### src/pir_pkg.sv
// Shared constants and types for the package idle state resolver
package pir_pkg;

  // Package and core idle states, shallowest first
  typedef enum logic [2:0] {
    PIR_C0,
    PIR_C1,
    PIR_C1E,
    PIR_C2,
    PIR_C3,
    PIR_C6,
    PIR_C7
  } pir_cstate_t;

  // Width of one state code
  localparam int PIR_SW = 3;

  // Register byte offsets
  localparam logic [3:0] PIR_CFG_OFS = 4'h0;
  localparam logic [3:0] PIR_STAT_OFS = 4'h4;

  // Config field positions
  localparam int PIR_CFG_C1E_BIT = 0;
  localparam int PIR_CFG_PROMO_BIT = 1;
  localparam int PIR_CFG_HEUR_BIT = 2;
  localparam int PIR_CFG_LIM_LSB = 4;

  // Status field positions
  localparam int PIR_ST_PKG_LSB = 0;
  localparam int PIR_ST_PREV_LSB = 4;
  localparam int PIR_ST_BRK_BIT = 8;
  localparam int PIR_ST_MEM_BIT = 9;
  localparam int PIR_ST_FLUSH_BIT = 10;

  // Config reset values
  localparam logic PIR_C1E_RST = 1'b0;
  localparam logic PIR_PROMO_RST = 1'b0;
  localparam logic PIR_HEUR_RST = 1'b0;

  // Heuristic residency hold, in ns, and clock period
  localparam int PIR_CLK_NS = 10;
  localparam int PIR_RESID_NS = 2000;
  localparam int PIR_RESID_CYC = (PIR_RESID_NS + PIR_CLK_NS - 1) / PIR_CLK_NS;

endpackage

### src/pir_package_idle_state_resolver.sv
// Package idle state resolver with Avalon-MM register slave
//
// Function
// - Package request is shallowest core state
// - Cores may sit deeper than package
// - Any idle state reachable directly, skipping C0
// - Heuristic may hold package deeper than asked
// - Core break wakes core, forwards message
// - Unmasked break forces core and package active
// - Masked break returns package to prior state
// - Memory break serviced, then previous state restored
// - Platform shallow request during memory break sticks
// - Enhanced enabled gives C1E when all C1+
// - No platform grant keeps package active
// - C1E lowers frequency first, voltage after
// - C1E on all hints or promoted halts
// - Depth limit at C1/C1E with deeper cores gives C1E
// - No system notification on C1/C1E entry
// - C2 when deep requested but constraints forbid
// - Memory access from C3+ goes C2, returns
// - C3 keeps last-level cache valid when granted
// - C6 when granted; cores saved, unpowered
// - No flush if C6 asked; flush if C7 limited
// - C7 entered only when all cores C7
// - Internal choice between C6 and C7
`timescale 1ns/1ps

module pir_package_idle_state_resolver #(
  parameter int NUM_CORES = 2,
  parameter int RESID_CYC = pir_pkg::PIR_RESID_CYC
) (
  // Clock and reset
  input wire logic clk_sys,
  input wire logic rst_n,
  // Avalon-MM slave
  input wire logic [3:0] avs_address,
  input wire logic avs_read,
  input wire logic avs_write,
  input wire logic [31:0] avs_writedata,
  output logic [31:0] avs_readdata,
  output logic avs_waitrequest,
  // Core requests, one state code per core
  input wire logic [NUM_CORES*pir_pkg::PIR_SW-1:0] core_state,
  input wire logic [NUM_CORES-1:0] core_c1e_hint,
  input wire logic gfx_deep_req,
  input wire logic display_active,
  // Platform permission and constraints
  input wire logic [2:0] plat_grant,
  input wire logic latency_hold,
  input wire logic plat_shallow_req,
  input wire logic [2:0] plat_shallow_state,
  // Break events
  input wire logic core_brk,
  input wire logic [7:0] core_brk_id,
  input wire logic core_brk_masked,
  input wire logic mem_req,
  input wire logic mem_busy,
  // Package state and power actions
  output logic [2:0] pkg_state,
  output logic freq_min,
  output logic volt_low,
  output logic llc_flush,
  output logic core_power_off,
  output logic sa_power_off,
  output logic [NUM_CORES-1:0] core_wake,
  output logic brk_msg_valid,
  output logic [7:0] brk_msg_id
);

  // Break sequencing phases
  typedef enum logic [1:0] {
    PIR_RUN,
    PIR_WAKE,
    PIR_MEM
  } pir_phase_t;

  // Shallower of two states
  function automatic pir_pkg::pir_cstate_t pir_min(
    input pir_pkg::pir_cstate_t a,
    input pir_pkg::pir_cstate_t b
  );
    pir_min = (a < b) ? a : b;
  endfunction

  // Shallowest core state across all cores
  function automatic pir_pkg::pir_cstate_t pir_core_min(
    input logic [NUM_CORES*pir_pkg::PIR_SW-1:0] v
  );
    pir_pkg::pir_cstate_t m;
    m = pir_pkg::PIR_C7;
    for (int i = 0; i < NUM_CORES; i++) begin
      m = pir_min(m, pir_pkg::pir_cstate_t'(v[i*pir_pkg::PIR_SW +: pir_pkg::PIR_SW]));
    end
    pir_core_min = m;
  endfunction

  // Registered state
  pir_pkg::pir_cstate_t pkg_reg, pkg_next; // Current package state
  pir_pkg::pir_cstate_t prev_reg; // State before a break
  pir_phase_t phase_reg; // Break phase
  logic brk_mask_reg; // Break was masked
  logic c1e_en_reg; // Enhanced C1 enable
  logic promo_en_reg; // Halt auto-promotion enable
  logic heur_en_reg; // Deeper-hold heuristic enable
  logic [2:0] lim_reg; // Package depth limit config
  logic [15:0] resid_reg; // Heuristic residency counter
  logic freq_min_reg; // Frequency at minimum
  logic volt_low_reg; // Voltage lowered
  logic flush_reg; // Shared cache flushed
  logic core_off_reg; // Core voltage removed
  logic sa_off_reg; // System agent partly off
  logic [NUM_CORES-1:0] wake_reg; // Core wake pulses
  logic msg_v_reg; // Break message valid
  logic [7:0] msg_id_reg; // Break message target
  logic [31:0] rdata_reg; // Bus read data
  logic wait_reg; // Bus waitrequest

  // Resolution terms
  pir_pkg::pir_cstate_t req_min; // Shallowest core request
  pir_pkg::pir_cstate_t limit; // Effective depth cap
  pir_pkg::pir_cstate_t resolved; // Resolved target
  logic all_hint; // Every core hinted C1E
  logic all_c7; // Every core asks C7
  logic any_c6; // Some core asks exactly C6
  logic bus_req; // Bus request present
  logic sel_cfg; // Config register addressed
  logic sel_stat; // Status register addressed
  // Core summaries
  always_comb begin
    all_c7 = 1'b1;
    any_c6 = 1'b0;
    for (int i = 0; i < NUM_CORES; i++) begin
      if (core_state[i*pir_pkg::PIR_SW +: pir_pkg::PIR_SW] != pir_pkg::PIR_C7) begin
        all_c7 = 1'b0;
      end
      if (core_state[i*pir_pkg::PIR_SW +: pir_pkg::PIR_SW] == pir_pkg::PIR_C6) begin
        any_c6 = 1'b1;
      end
    end
    all_hint = &core_c1e_hint;
    req_min = pir_core_min(core_state);
    // A platform shallow request caps the depth for as long as it stands
    limit = pir_min(pir_min(pir_pkg::pir_cstate_t'(plat_grant), pir_pkg::pir_cstate_t'(lim_reg)),
                    plat_shallow_req ? pir_pkg::pir_cstate_t'(plat_shallow_state) : pir_pkg::PIR_C7);
  end
  // Idle resolution from core requests and platform limits
  always_comb begin
    resolved = pir_pkg::PIR_C0;
    if (limit == pir_pkg::PIR_C0 || req_min == pir_pkg::PIR_C0) begin
      // No permission: stay active even with idle cores
      resolved = pir_pkg::PIR_C0;
    end else if (req_min <= pir_pkg::PIR_C1E) begin
      // Halted cores: plain C1 unless enhanced sub-state applies
      if (c1e_en_reg && (all_hint || promo_en_reg)) begin
        resolved = pir_pkg::PIR_C1E;
      end else begin
        resolved = pir_pkg::PIR_C1;
      end
    end else if (limit <= pir_pkg::PIR_C1E) begin
      // Deep cores but package capped at C1/C1E
      resolved = pir_pkg::PIR_C1E;
    end else if (latency_hold || !gfx_deep_req || limit == pir_pkg::PIR_C2) begin
      // Deep requested, constraints forbid going past C2
      resolved = pir_pkg::PIR_C2;
    end else begin
      // Package never deeper than the shallowest core
      resolved = pir_min(req_min, limit);
      if (resolved == pir_pkg::PIR_C7 && display_active) begin
        // C6 is cheaper while the display fetches
        resolved = pir_pkg::PIR_C6;
      end
    end
  end

  // Next package state, including break handling
  always_comb begin
    pkg_next = pkg_reg;
    case (phase_reg)
      PIR_RUN: begin
        if (core_brk) begin
          // Leave idle while the message goes to the core
          pkg_next = pir_pkg::PIR_C0;
        end else if (mem_req && pkg_reg >= pir_pkg::PIR_C3) begin
          // Memory must be reachable: open up to C2
          pkg_next = pir_pkg::PIR_C2;
        end else if (heur_en_reg && pkg_reg > resolved && resolved >= pir_pkg::PIR_C3 &&
                     pkg_reg <= limit && resid_reg != 16'h0000) begin
          // Hold deeper until minimum residency expires
          pkg_next = pkg_reg;
        end else begin
          // Direct move, no pass through C0
          pkg_next = resolved;
        end
      end
      PIR_WAKE: begin
        if (brk_mask_reg) begin
          // Masked: attempt the earlier state
          pkg_next = pir_min(prev_reg, resolved);
        end else begin
          pkg_next = pir_pkg::PIR_C0;
        end
      end
      PIR_MEM: begin
        if (!mem_busy) begin
          if (plat_shallow_req) begin
            // Platform wants more power: settle there, within the grant
            pkg_next = pir_min(pir_min(prev_reg, pir_pkg::pir_cstate_t'(plat_shallow_state)), resolved);
          end else begin
            pkg_next = pir_min(prev_reg, resolved);
          end
        end
      end
      default: begin
        pkg_next = pir_pkg::PIR_C0;
      end
    endcase
  end
  // Package state register
  always_ff @(posedge clk_sys) begin
    if (!rst_n) begin
      pkg_reg <= pir_pkg::PIR_C0;
    end else begin
      pkg_reg <= pkg_next;
    end
  end
  // Break phase and saved state
  always_ff @(posedge clk_sys) begin
    if (!rst_n) begin
      phase_reg <= PIR_RUN;
      prev_reg <= pir_pkg::PIR_C0;
      brk_mask_reg <= 1'b0;
    end else begin
      case (phase_reg)
        PIR_RUN: begin
          if (core_brk) begin
            phase_reg <= PIR_WAKE;
            prev_reg <= pkg_reg;
            brk_mask_reg <= core_brk_masked;
          end else if (mem_req && pkg_reg >= pir_pkg::PIR_C3) begin
            phase_reg <= PIR_MEM;
            prev_reg <= pkg_reg;
          end
        end
        PIR_WAKE: begin
          // One cycle to deliver the message
          phase_reg <= PIR_RUN;
        end
        PIR_MEM: begin
          // Wait for every outstanding request
          if (!mem_busy) begin
            phase_reg <= PIR_RUN;
          end
        end
        default: begin
          phase_reg <= PIR_RUN;
        end
      endcase
    end
  end
  // Residency counter, reloaded on each change of state
  always_ff @(posedge clk_sys) begin
    if (!rst_n) begin
      resid_reg <= 16'h0000;
    end else if (pkg_next != pkg_reg) begin
      resid_reg <= 16'(RESID_CYC);
    end else if (resid_reg != 16'h0000) begin
      resid_reg <= resid_reg - 16'h0001;
    end
  end

  // Break message and core wake pulses
  always_ff @(posedge clk_sys) begin
    if (!rst_n) begin
      wake_reg <= '0;
      msg_v_reg <= 1'b0;
      msg_id_reg <= 8'h00;
    end else begin
      wake_reg <= '0;
      msg_v_reg <= 1'b0;
      if (phase_reg == PIR_RUN && core_brk) begin
        // Activate only the target core
        for (int i = 0; i < NUM_CORES; i++) begin
          wake_reg[i] <= (core_brk_id == 8'(i));
        end
        msg_v_reg <= 1'b1;
        msg_id_reg <= core_brk_id;
      end
    end
  end
  // C1E entry: frequency drops first, voltage follows
  always_ff @(posedge clk_sys) begin
    if (!rst_n) begin
      freq_min_reg <= 1'b0;
      volt_low_reg <= 1'b0;
    end else begin
      freq_min_reg <= (pkg_next == pir_pkg::PIR_C1E);
      volt_low_reg <= freq_min_reg && (pkg_next == pir_pkg::PIR_C1E);
    end
  end
  // Power actions for the deep states
  always_ff @(posedge clk_sys) begin
    if (!rst_n) begin
      flush_reg <= 1'b0;
      core_off_reg <= 1'b0;
      sa_off_reg <= 1'b0;
    end else begin
      // No system notification output exists for C1/C1E
      core_off_reg <= (pkg_next >= pir_pkg::PIR_C6);
      sa_off_reg <= (pkg_next == pir_pkg::PIR_C7);
      // C3 keeps the cache; C6 flushes only if no core asks C6
      if (pkg_next == pir_pkg::PIR_C7) begin
        flush_reg <= 1'b1;
      end else if (pkg_next == pir_pkg::PIR_C6) begin
        flush_reg <= all_c7 && !any_c6;
      end else begin
        flush_reg <= 1'b0;
      end
    end
  end

  // Bus decode
  always_comb begin
    bus_req = avs_read || avs_write;
    sel_cfg = 1'b0;
    sel_stat = 1'b0;
    if (avs_address == pir_pkg::PIR_CFG_OFS) begin
      sel_cfg = 1'b1;
    end else if (avs_address == pir_pkg::PIR_STAT_OFS) begin
      sel_stat = 1'b1;
    end
  end

  // Waitrequest: one wait cycle, then complete
  always_ff @(posedge clk_sys) begin
    if (!rst_n) begin
      wait_reg <= 1'b1;
    end else if (bus_req && wait_reg) begin
      wait_reg <= 1'b0;
    end else begin
      wait_reg <= 1'b1;
    end
  end

  // Read data captured in the wait cycle; unmapped reads zero
  always_ff @(posedge clk_sys) begin
    if (!rst_n) begin
      rdata_reg <= 32'h00000000;
    end else if (avs_read && wait_reg) begin
      rdata_reg <= 32'h00000000;
      if (sel_cfg) begin
        rdata_reg[pir_pkg::PIR_CFG_C1E_BIT] <= c1e_en_reg;
        rdata_reg[pir_pkg::PIR_CFG_PROMO_BIT] <= promo_en_reg;
        rdata_reg[pir_pkg::PIR_CFG_HEUR_BIT] <= heur_en_reg;
        rdata_reg[pir_pkg::PIR_CFG_LIM_LSB +: 3] <= lim_reg;
      end else if (sel_stat) begin
        rdata_reg[pir_pkg::PIR_ST_PKG_LSB +: 3] <= pkg_reg;
        rdata_reg[pir_pkg::PIR_ST_PREV_LSB +: 3] <= prev_reg;
        rdata_reg[pir_pkg::PIR_ST_BRK_BIT] <= (phase_reg == PIR_WAKE);
        rdata_reg[pir_pkg::PIR_ST_MEM_BIT] <= (phase_reg == PIR_MEM);
        rdata_reg[pir_pkg::PIR_ST_FLUSH_BIT] <= flush_reg;
      end
    end
  end

  // Config writes land on the completing edge; others ignored
  always_ff @(posedge clk_sys) begin
    if (!rst_n) begin
      c1e_en_reg <= pir_pkg::PIR_C1E_RST;
      promo_en_reg <= pir_pkg::PIR_PROMO_RST;
      heur_en_reg <= pir_pkg::PIR_HEUR_RST;
      lim_reg <= pir_pkg::PIR_C7;
    end else if (avs_write && !wait_reg && sel_cfg) begin
      c1e_en_reg <= avs_writedata[pir_pkg::PIR_CFG_C1E_BIT];
      promo_en_reg <= avs_writedata[pir_pkg::PIR_CFG_PROMO_BIT];
      heur_en_reg <= avs_writedata[pir_pkg::PIR_CFG_HEUR_BIT];
      // Codes past C7 clamp to C7
      if (avs_writedata[pir_pkg::PIR_CFG_LIM_LSB +: 3] > 3'(pir_pkg::PIR_C7)) begin
        lim_reg <= pir_pkg::PIR_C7;
      end else begin
        lim_reg <= avs_writedata[pir_pkg::PIR_CFG_LIM_LSB +: 3];
      end
    end
  end
  // Outputs straight from flops
  assign avs_readdata = rdata_reg;
  assign avs_waitrequest = wait_reg;
  assign pkg_state = pkg_reg;
  assign freq_min = freq_min_reg;
  assign volt_low = volt_low_reg;
  assign llc_flush = flush_reg;
  assign core_power_off = core_off_reg;
  assign sa_power_off = sa_off_reg;
  assign core_wake = wake_reg;
  assign brk_msg_valid = msg_v_reg;
  assign brk_msg_id = msg_id_reg;

endmodule // pir_package_idle_state_resolver

### config.mk
export PLATFORM = sky130hd
export DESIGN_NAME = pir_package_idle_state_resolver
export DESIGN_NICKNAME = d
export VERILOG_FILES = /design/src/pir_pkg.sv /design/src/pir_package_idle_state_resolver.sv
export SDC_FILE = /design/constraint.sdc
export NUM_CORES = 1
export LEC_CHECK = 0
export BUFFER_PORTS_ARGS = -buffer_cell sky130_fd_sc_hd__buf_2
export CORE_MARGIN = 1
export CORE_UTILIZATION = 45
export CTS_CLUSTER_DIAMETER = 100
export DETAILED_ROUTE_END_ITERATION = 7
export PLACE_DENSITY = 0.72
export SETUP_SLACK_MARGIN = 0.15
export SYNTH_ARGS = -nofsm -noshare
export SYNTH_HDL_FRONTEND = slang
export SYNTH_SLANG_ARGS = --single-unit
### constraint.sdc
create_clock -name clk_sys -period 8.7 [get_ports clk_sys]
set_clock_uncertainty 0.05 [all_clocks]
set_input_delay 1.305 -clock clk_sys [delete_from_list [all_inputs] [get_ports clk_sys]]
set_output_delay 1.305 -clock clk_sys [all_outputs]
set_load 0.1 [all_outputs]
### Yosys cells after proc, flatten, opt, wreduce, memory -nomap -nowiden

Cells that the tools add are included.

* flip-flop bits (word level): 57
* input bits: 70

* add/subtract/negate cells: 1
* $lt $le $gt $ge: 16
* equality and inequality tests: 16
* mux-type cells: 48
* bitwise logic cells: 1
* reduce and logical (&&, ||, !) cells: 36

Operator list (count)
* 3-bit two-way mux: 29
* 3-bit less-than comparator: 7
* 8-bit two-way mux: 2
* 16-bit nonzero test: 1
* 16-bit by 1-bit subtractor with 16-bit output (second input constant): 1
* 3-bit == test (second input constant): 5
* 1-bit logical AND: 14
* 1-bit two-way mux: 11
* 2-bit AND reduction: 5
* 3-bit greater-or-equal comparator (second input constant): 3
* 3-bit inequality test (second input constant): 3
* 3-bit case mux with 3 select lines: 1
* 8-bit by 1-bit == test with 1-bit output (second input constant): 1
* 8-bit logical NOT: 1
* 2-bit two-way mux: 4
* 3-bit by 2-bit == test with 1-bit output (second input constant): 2
* 3-bit by 2-bit <= comparator with 1-bit output (second input constant): 2
* 3-bit logical NOT: 2
* 1-bit logical OR: 5
* 4-bit by 3-bit == test with 1-bit output (second input constant): 1
* 4-bit logical NOT: 1
* 2-bit case mux with 2 select lines: 1
* 2-bit nonzero test: 2
* 3-bit > comparator: 1
* 11 further kinds: 13

### Longest topological paths before layout

* depth in word-level cells: 25
* mapped depth: 31
* mapped depth without buffers: 30

### Worst setup path before layout

OpenSTA, ideal clock, no wires.

* path type: input to register
* from: in plat_grant[1]
* to: reg resid_reg[10]
* arrival: 6.657 ns
* required time: 8.562 ns
* slack: 1.905 ns
* stages on the path: 28
* cells stage by stage: ha_1 -> a21boi_1 -> o311a_1 -> a21o_1 -> ha_1 -> nor3_1 -> nand3_2 -> a221o_1 -> nand2_1 -> ha_1 -> a21oi_1 -> nor2b_1 -> a21oi_1 -> nor2_1 -> a211oi_1 -> o21ai_0 -> a21oi_1 -> inv_1 -> ha_1 -> a21oi_1 -> o21ai_0 -> nor4b_1 -> a31oi_1 -> a311oi_1 -> o221ai_2 -> xor2_2 -> buf_6 -> nor4_2

* cells in the longest elaborated chain, start to end: 24
* elaborated cells on any way between the ends: 38
* those cells by class: order compare: 9; eq/ne: 3; mux: 17; reduce/logical: 9

RTL lines
* start, declared: line pir_package_idle_state_resolver.sv:48 `input wire logic [2:0] plat_grant,`
* 3-bit less-than comparator: line pir_package_idle_state_resolver.sv:82 `pir_min = (a < b) ? a : b;`
* 3-bit two-way mux *: line pir_package_idle_state_resolver.sv:82
* 3-bit less-than comparator: line pir_package_idle_state_resolver.sv:82
* 3-bit two-way mux *: line pir_package_idle_state_resolver.sv:82
* 3-bit less-than comparator: line pir_package_idle_state_resolver.sv:82
* 3-bit two-way mux: line pir_package_idle_state_resolver.sv:82
* 3-bit == test: line pir_package_idle_state_resolver.sv:168 `if (resolved == pir_pkg::PIR_C7 && display_active) begin`
* 1-bit logical AND: line pir_package_idle_state_resolver.sv:168
* [6 not listed]
* 1-bit logical AND (3 in a row): line pir_package_idle_state_resolver.sv:186 `end else if (heur_en_reg && pkg_reg > resolved && resolved >= pir_pkg::PIR_C3 &&`
* 1-bit logical AND: line pir_package_idle_state_resolver.sv:187 `pkg_reg <= limit && resid_reg != 16'h0000) begin`
* 3-bit two-way mux: line pir_package_idle_state_resolver.sv:186
* 3-bit two-way mux: line pir_package_idle_state_resolver.sv:183 `end else if (mem_req && pkg_reg >= pir_pkg::PIR_C3) begin`
* 3-bit two-way mux: line pir_package_idle_state_resolver.sv:180 `if (core_brk) begin`
* 3-bit case mux with 3 select lines *: line pir_package_idle_state_resolver.sv:178 `case (phase_reg)`
* 3-bit inequality test *: line pir_package_idle_state_resolver.sv:264 `end else if (pkg_next != pkg_reg) begin`
* 2-bit OR reduction (no source line) *
* end signal, assigned: line pir_package_idle_state_resolver.sv:265 `resid_reg <= 16'(RESID_CYC);`
* end signal, assigned: line pir_package_idle_state_resolver.sv:267 `resid_reg <= resid_reg - 16'h0001;`
* end, declared: line pir_package_idle_state_resolver.sv:106 `logic [15:0] resid_reg;`

Mark *: on every way between the ends. The rest lies on a longest branch, timed or not.
A chain may end at the register's enable or synchronous reset.

### Worst setup path in the final report

* from: in plat_grant[1]
* to: reg resid_reg[7]

* cells in the longest elaborated chain, start to end: 24
* elaborated cells on any way between the ends: 39
* those cells by class: order compare: 9; eq/ne: 3; mux: 18; reduce/logical: 9

RTL lines (line)
* 3-bit less-than comparator: pir_package_idle_state_resolver.sv:82
* 3-bit two-way mux *: pir_package_idle_state_resolver.sv:82
* 3-bit less-than comparator: pir_package_idle_state_resolver.sv:82
* 3-bit two-way mux *: pir_package_idle_state_resolver.sv:82
* 3-bit less-than comparator: pir_package_idle_state_resolver.sv:82
* 3-bit two-way mux: pir_package_idle_state_resolver.sv:82
* 3-bit == test: pir_package_idle_state_resolver.sv:168
* 1-bit logical AND: pir_package_idle_state_resolver.sv:168
* [6 not listed]
* 1-bit logical AND (3 in a row): pir_package_idle_state_resolver.sv:186
* 1-bit logical AND: pir_package_idle_state_resolver.sv:187
* 3-bit two-way mux: pir_package_idle_state_resolver.sv:186
* 3-bit two-way mux: pir_package_idle_state_resolver.sv:183
* 3-bit two-way mux: pir_package_idle_state_resolver.sv:180
* 3-bit case mux with 3 select lines *: pir_package_idle_state_resolver.sv:178
* 3-bit inequality test *: pir_package_idle_state_resolver.sv:264
* 8-bit two-way mux or 2-bit nonzero test (tied branches)

Marked as above.

==> qor.csv <==
metric,value,unit
status,"complete, no violations",
die-area,8860,um^2
crit_path_end_kind,flip-flop,
rr_worst_depth,28,
detail_route.iter0.violations,157,
layout_worst_path_cycle_share,0.885,
hpwl,6.80,mm
die_h,94.2,um
grt_max_degree,27,
worstPathMaxFanout,16,
clock-sinks,57,
port_buffers,72,
fmax,0.130,GHz
antenna_found_initial,0,
grt_pass1_vias,3289,
synth.largest_area_cell,dfxtp_1,
drive_above_1_share,0.206,
post_cts_buffers,0,
fin_crit,7700,ps
async_flop_share,0,
synth_flop_cell,dfxtp_1,
startpoint_type,input pin,
grt_pass1_wl,14.7,mm
synth_area_leaders,"dfxtp_1, ha_1, nand2_1",
cts_buffers,9,
htreeDepth,3,
ios,122,
whs,402,ps
via_count,3486,
avgViaCountPerCell,5.45,
die_w,94.2,um
drc,0,
hold_path.class,reg -> reg,
antennaDiodeCount,0,
largest_reg_flops,16,
tns,0,ps
synth_area,3820,um^2
clkTransAtPathRegs,60,ps
wirelength,8.80,mm
final_nets,627,
finalSetupViolations,0,
seq_area_frac_synth,0.299,
worst_pin_slew,959,ps
dr.pass1.iters,4,
p_leak,0.00197,uW
relSlewSlack,0.360,
root_buffer,clkbuf_8,
slew_viol_final,0,
synth-edff-count,0,
rsz0062_at_grt,no,
holdPathStages,2,
hold_viol_final,0,
grt_overflow_total,0,
maxCapViolCount,0,
yosysWarningCount,0,
critical_path_required,8930,ps
areaGrowthSynthToFinish,12.8,%
synth_commonest_cells,"dfxtp_1, nand2_1, nor2_1",
clk_latency,340,ps
cellPowerDensity,215,nW/um^2
coreArea,8220,um^2
ys_ff_latch,57,
wire_per_inst,13.7,um
synth_cell_type_count,75,
path_class,in -> reg,
grt_usage,0.212,
cts_buffer_depth,2,
yosysMostFrequentCell,dfxtp_1,
synth.avg_cell_area,8.22,um^2
rows,33,
cts_tree,yes,
ir_drop,142,uV
synth_top_cell_area_share,0.299,
cp.arrival,7930,ps
cts_resized,0,
place.gp.congestion,0.878,
final_antenna_net_count,0,
cts_hold_buffers,0,
fillers,839,
synth_cells,465,
start_util,0.465,
[cells by family (layout without fill, tap and decap cells)]
group	count (synthesis)	after routing	share of synthesized area
AO/OA/AOI/OAI	104	104	0.204
buffers and inverters	62	110	0.0864
AND/OR/NAND/NOR	183	183	0.244
adder cells (fa/ha/maj)	24	24	0.0786
XOR/XNOR	15	15	0.0363
other	1	23	0.000981
flip-flops	57	57	0.299
multiplexers	19	19	0.0511
[through the flow]
stage          power (uW)  cell area, um^2  setup slack (ps)   util  std cells
6_report              925             4310              1000  0.524        640
5_1_grt               991             4310               509  0.524        640
4_1_cts               930             4310              1070  0.524        640
3_5_place_dp          727             4160               773  0.506        627
3_3_place_gp          716             4160               930  0.506        627
2_1_floorplan         669             3900              1910      -        487
[area by class of cell]
class / instances / area (um^2) / share of cell area
repair buffers: 72 / 360 / 0.0836
inverters: 25 / 93.8 / 0.0218
clock buffers: 12 / 145 / 0.0337
well taps: 105 / 131 / 0.0305
flip-flops and latches: 57 / 1140 / 0.265
multi-input cells: 368 / 2430 / 0.564
clock inverters: 1 / 5.00 / 0.00116
[routing by layer]
layer | up-vias | global-route usage | wire (um)
li1 | 1737 | - | -
met1 | 1626 | 0.258 | 4010
met2 | 111 | 0.356 | 4110
met3 | 12 | 0.0566 | 537
met4 | 0 | 0.0731 | 147
met5 | - | 0 | 0
[worst paths after layout]
kind | start | to | slack [ps]
min reg2reg | freq_min$_SDFF_PN0_ | volt_low$_SDFF_PN0_ | 400
min | freq_min$_SDFF_PN0_ | volt_low$_SDFF_PN0_ | 400
max | plat_grant[1] | resid_reg[7]$_SDFFE_PN0P_ | 1000
max reg2reg | lim_reg[1]$_SDFFE_PN1P_ | resid_reg[7]$_SDFFE_PN0P_ | 1650
[cell usage in the layout, fill, tap and decap left out, types with 5 or more instances in the layout]
cell	n
nand2_1	49
dfxtp_1	57
buf_2	72
nor4_1	7
conb_1	23
xnor2_1	10
a21boi_0	10
o21ai_0	13
clkbuf_8	10
nand3_1	11
nor3_1	25
nor2_1	45
nor4_2	5
mux2i_1	18
ha_1	24
and2_1	5
inv_1	24
a21oi_1	34
nor2b_1	9
[critical path: stages]
cell and delay [ps]:
buf_2 120, ha_1 300, a21boi_1 140, o311a_1 320, a21o_1 160, ha_1 230, nor3_1 250, nand3_2 110
a221o_1 420, nand2_1 180, ha_1 190, a21oi_1 140, nor2b_1 180, a21oi_1 270, nor2_1 70, a211oi_1 210
o21ai_0 120, a21oi_1 290, inv_1 160, ha_1 220, a21oi_1 240, o21ai_0 260, nor4b_1 310, a31oi_1 100
a311oi_1 370, o221ai_2 250, xor2_2 750, o31a_1 240
[power breakdown]
group | switching, uW | internal [uW]
Sequential | 32.4 | 296
Clock | 94.2 | 106
Combinational | 259 | 137
Total | 386 | 539
Note: power is estimated with default switching activity, not from simulation.
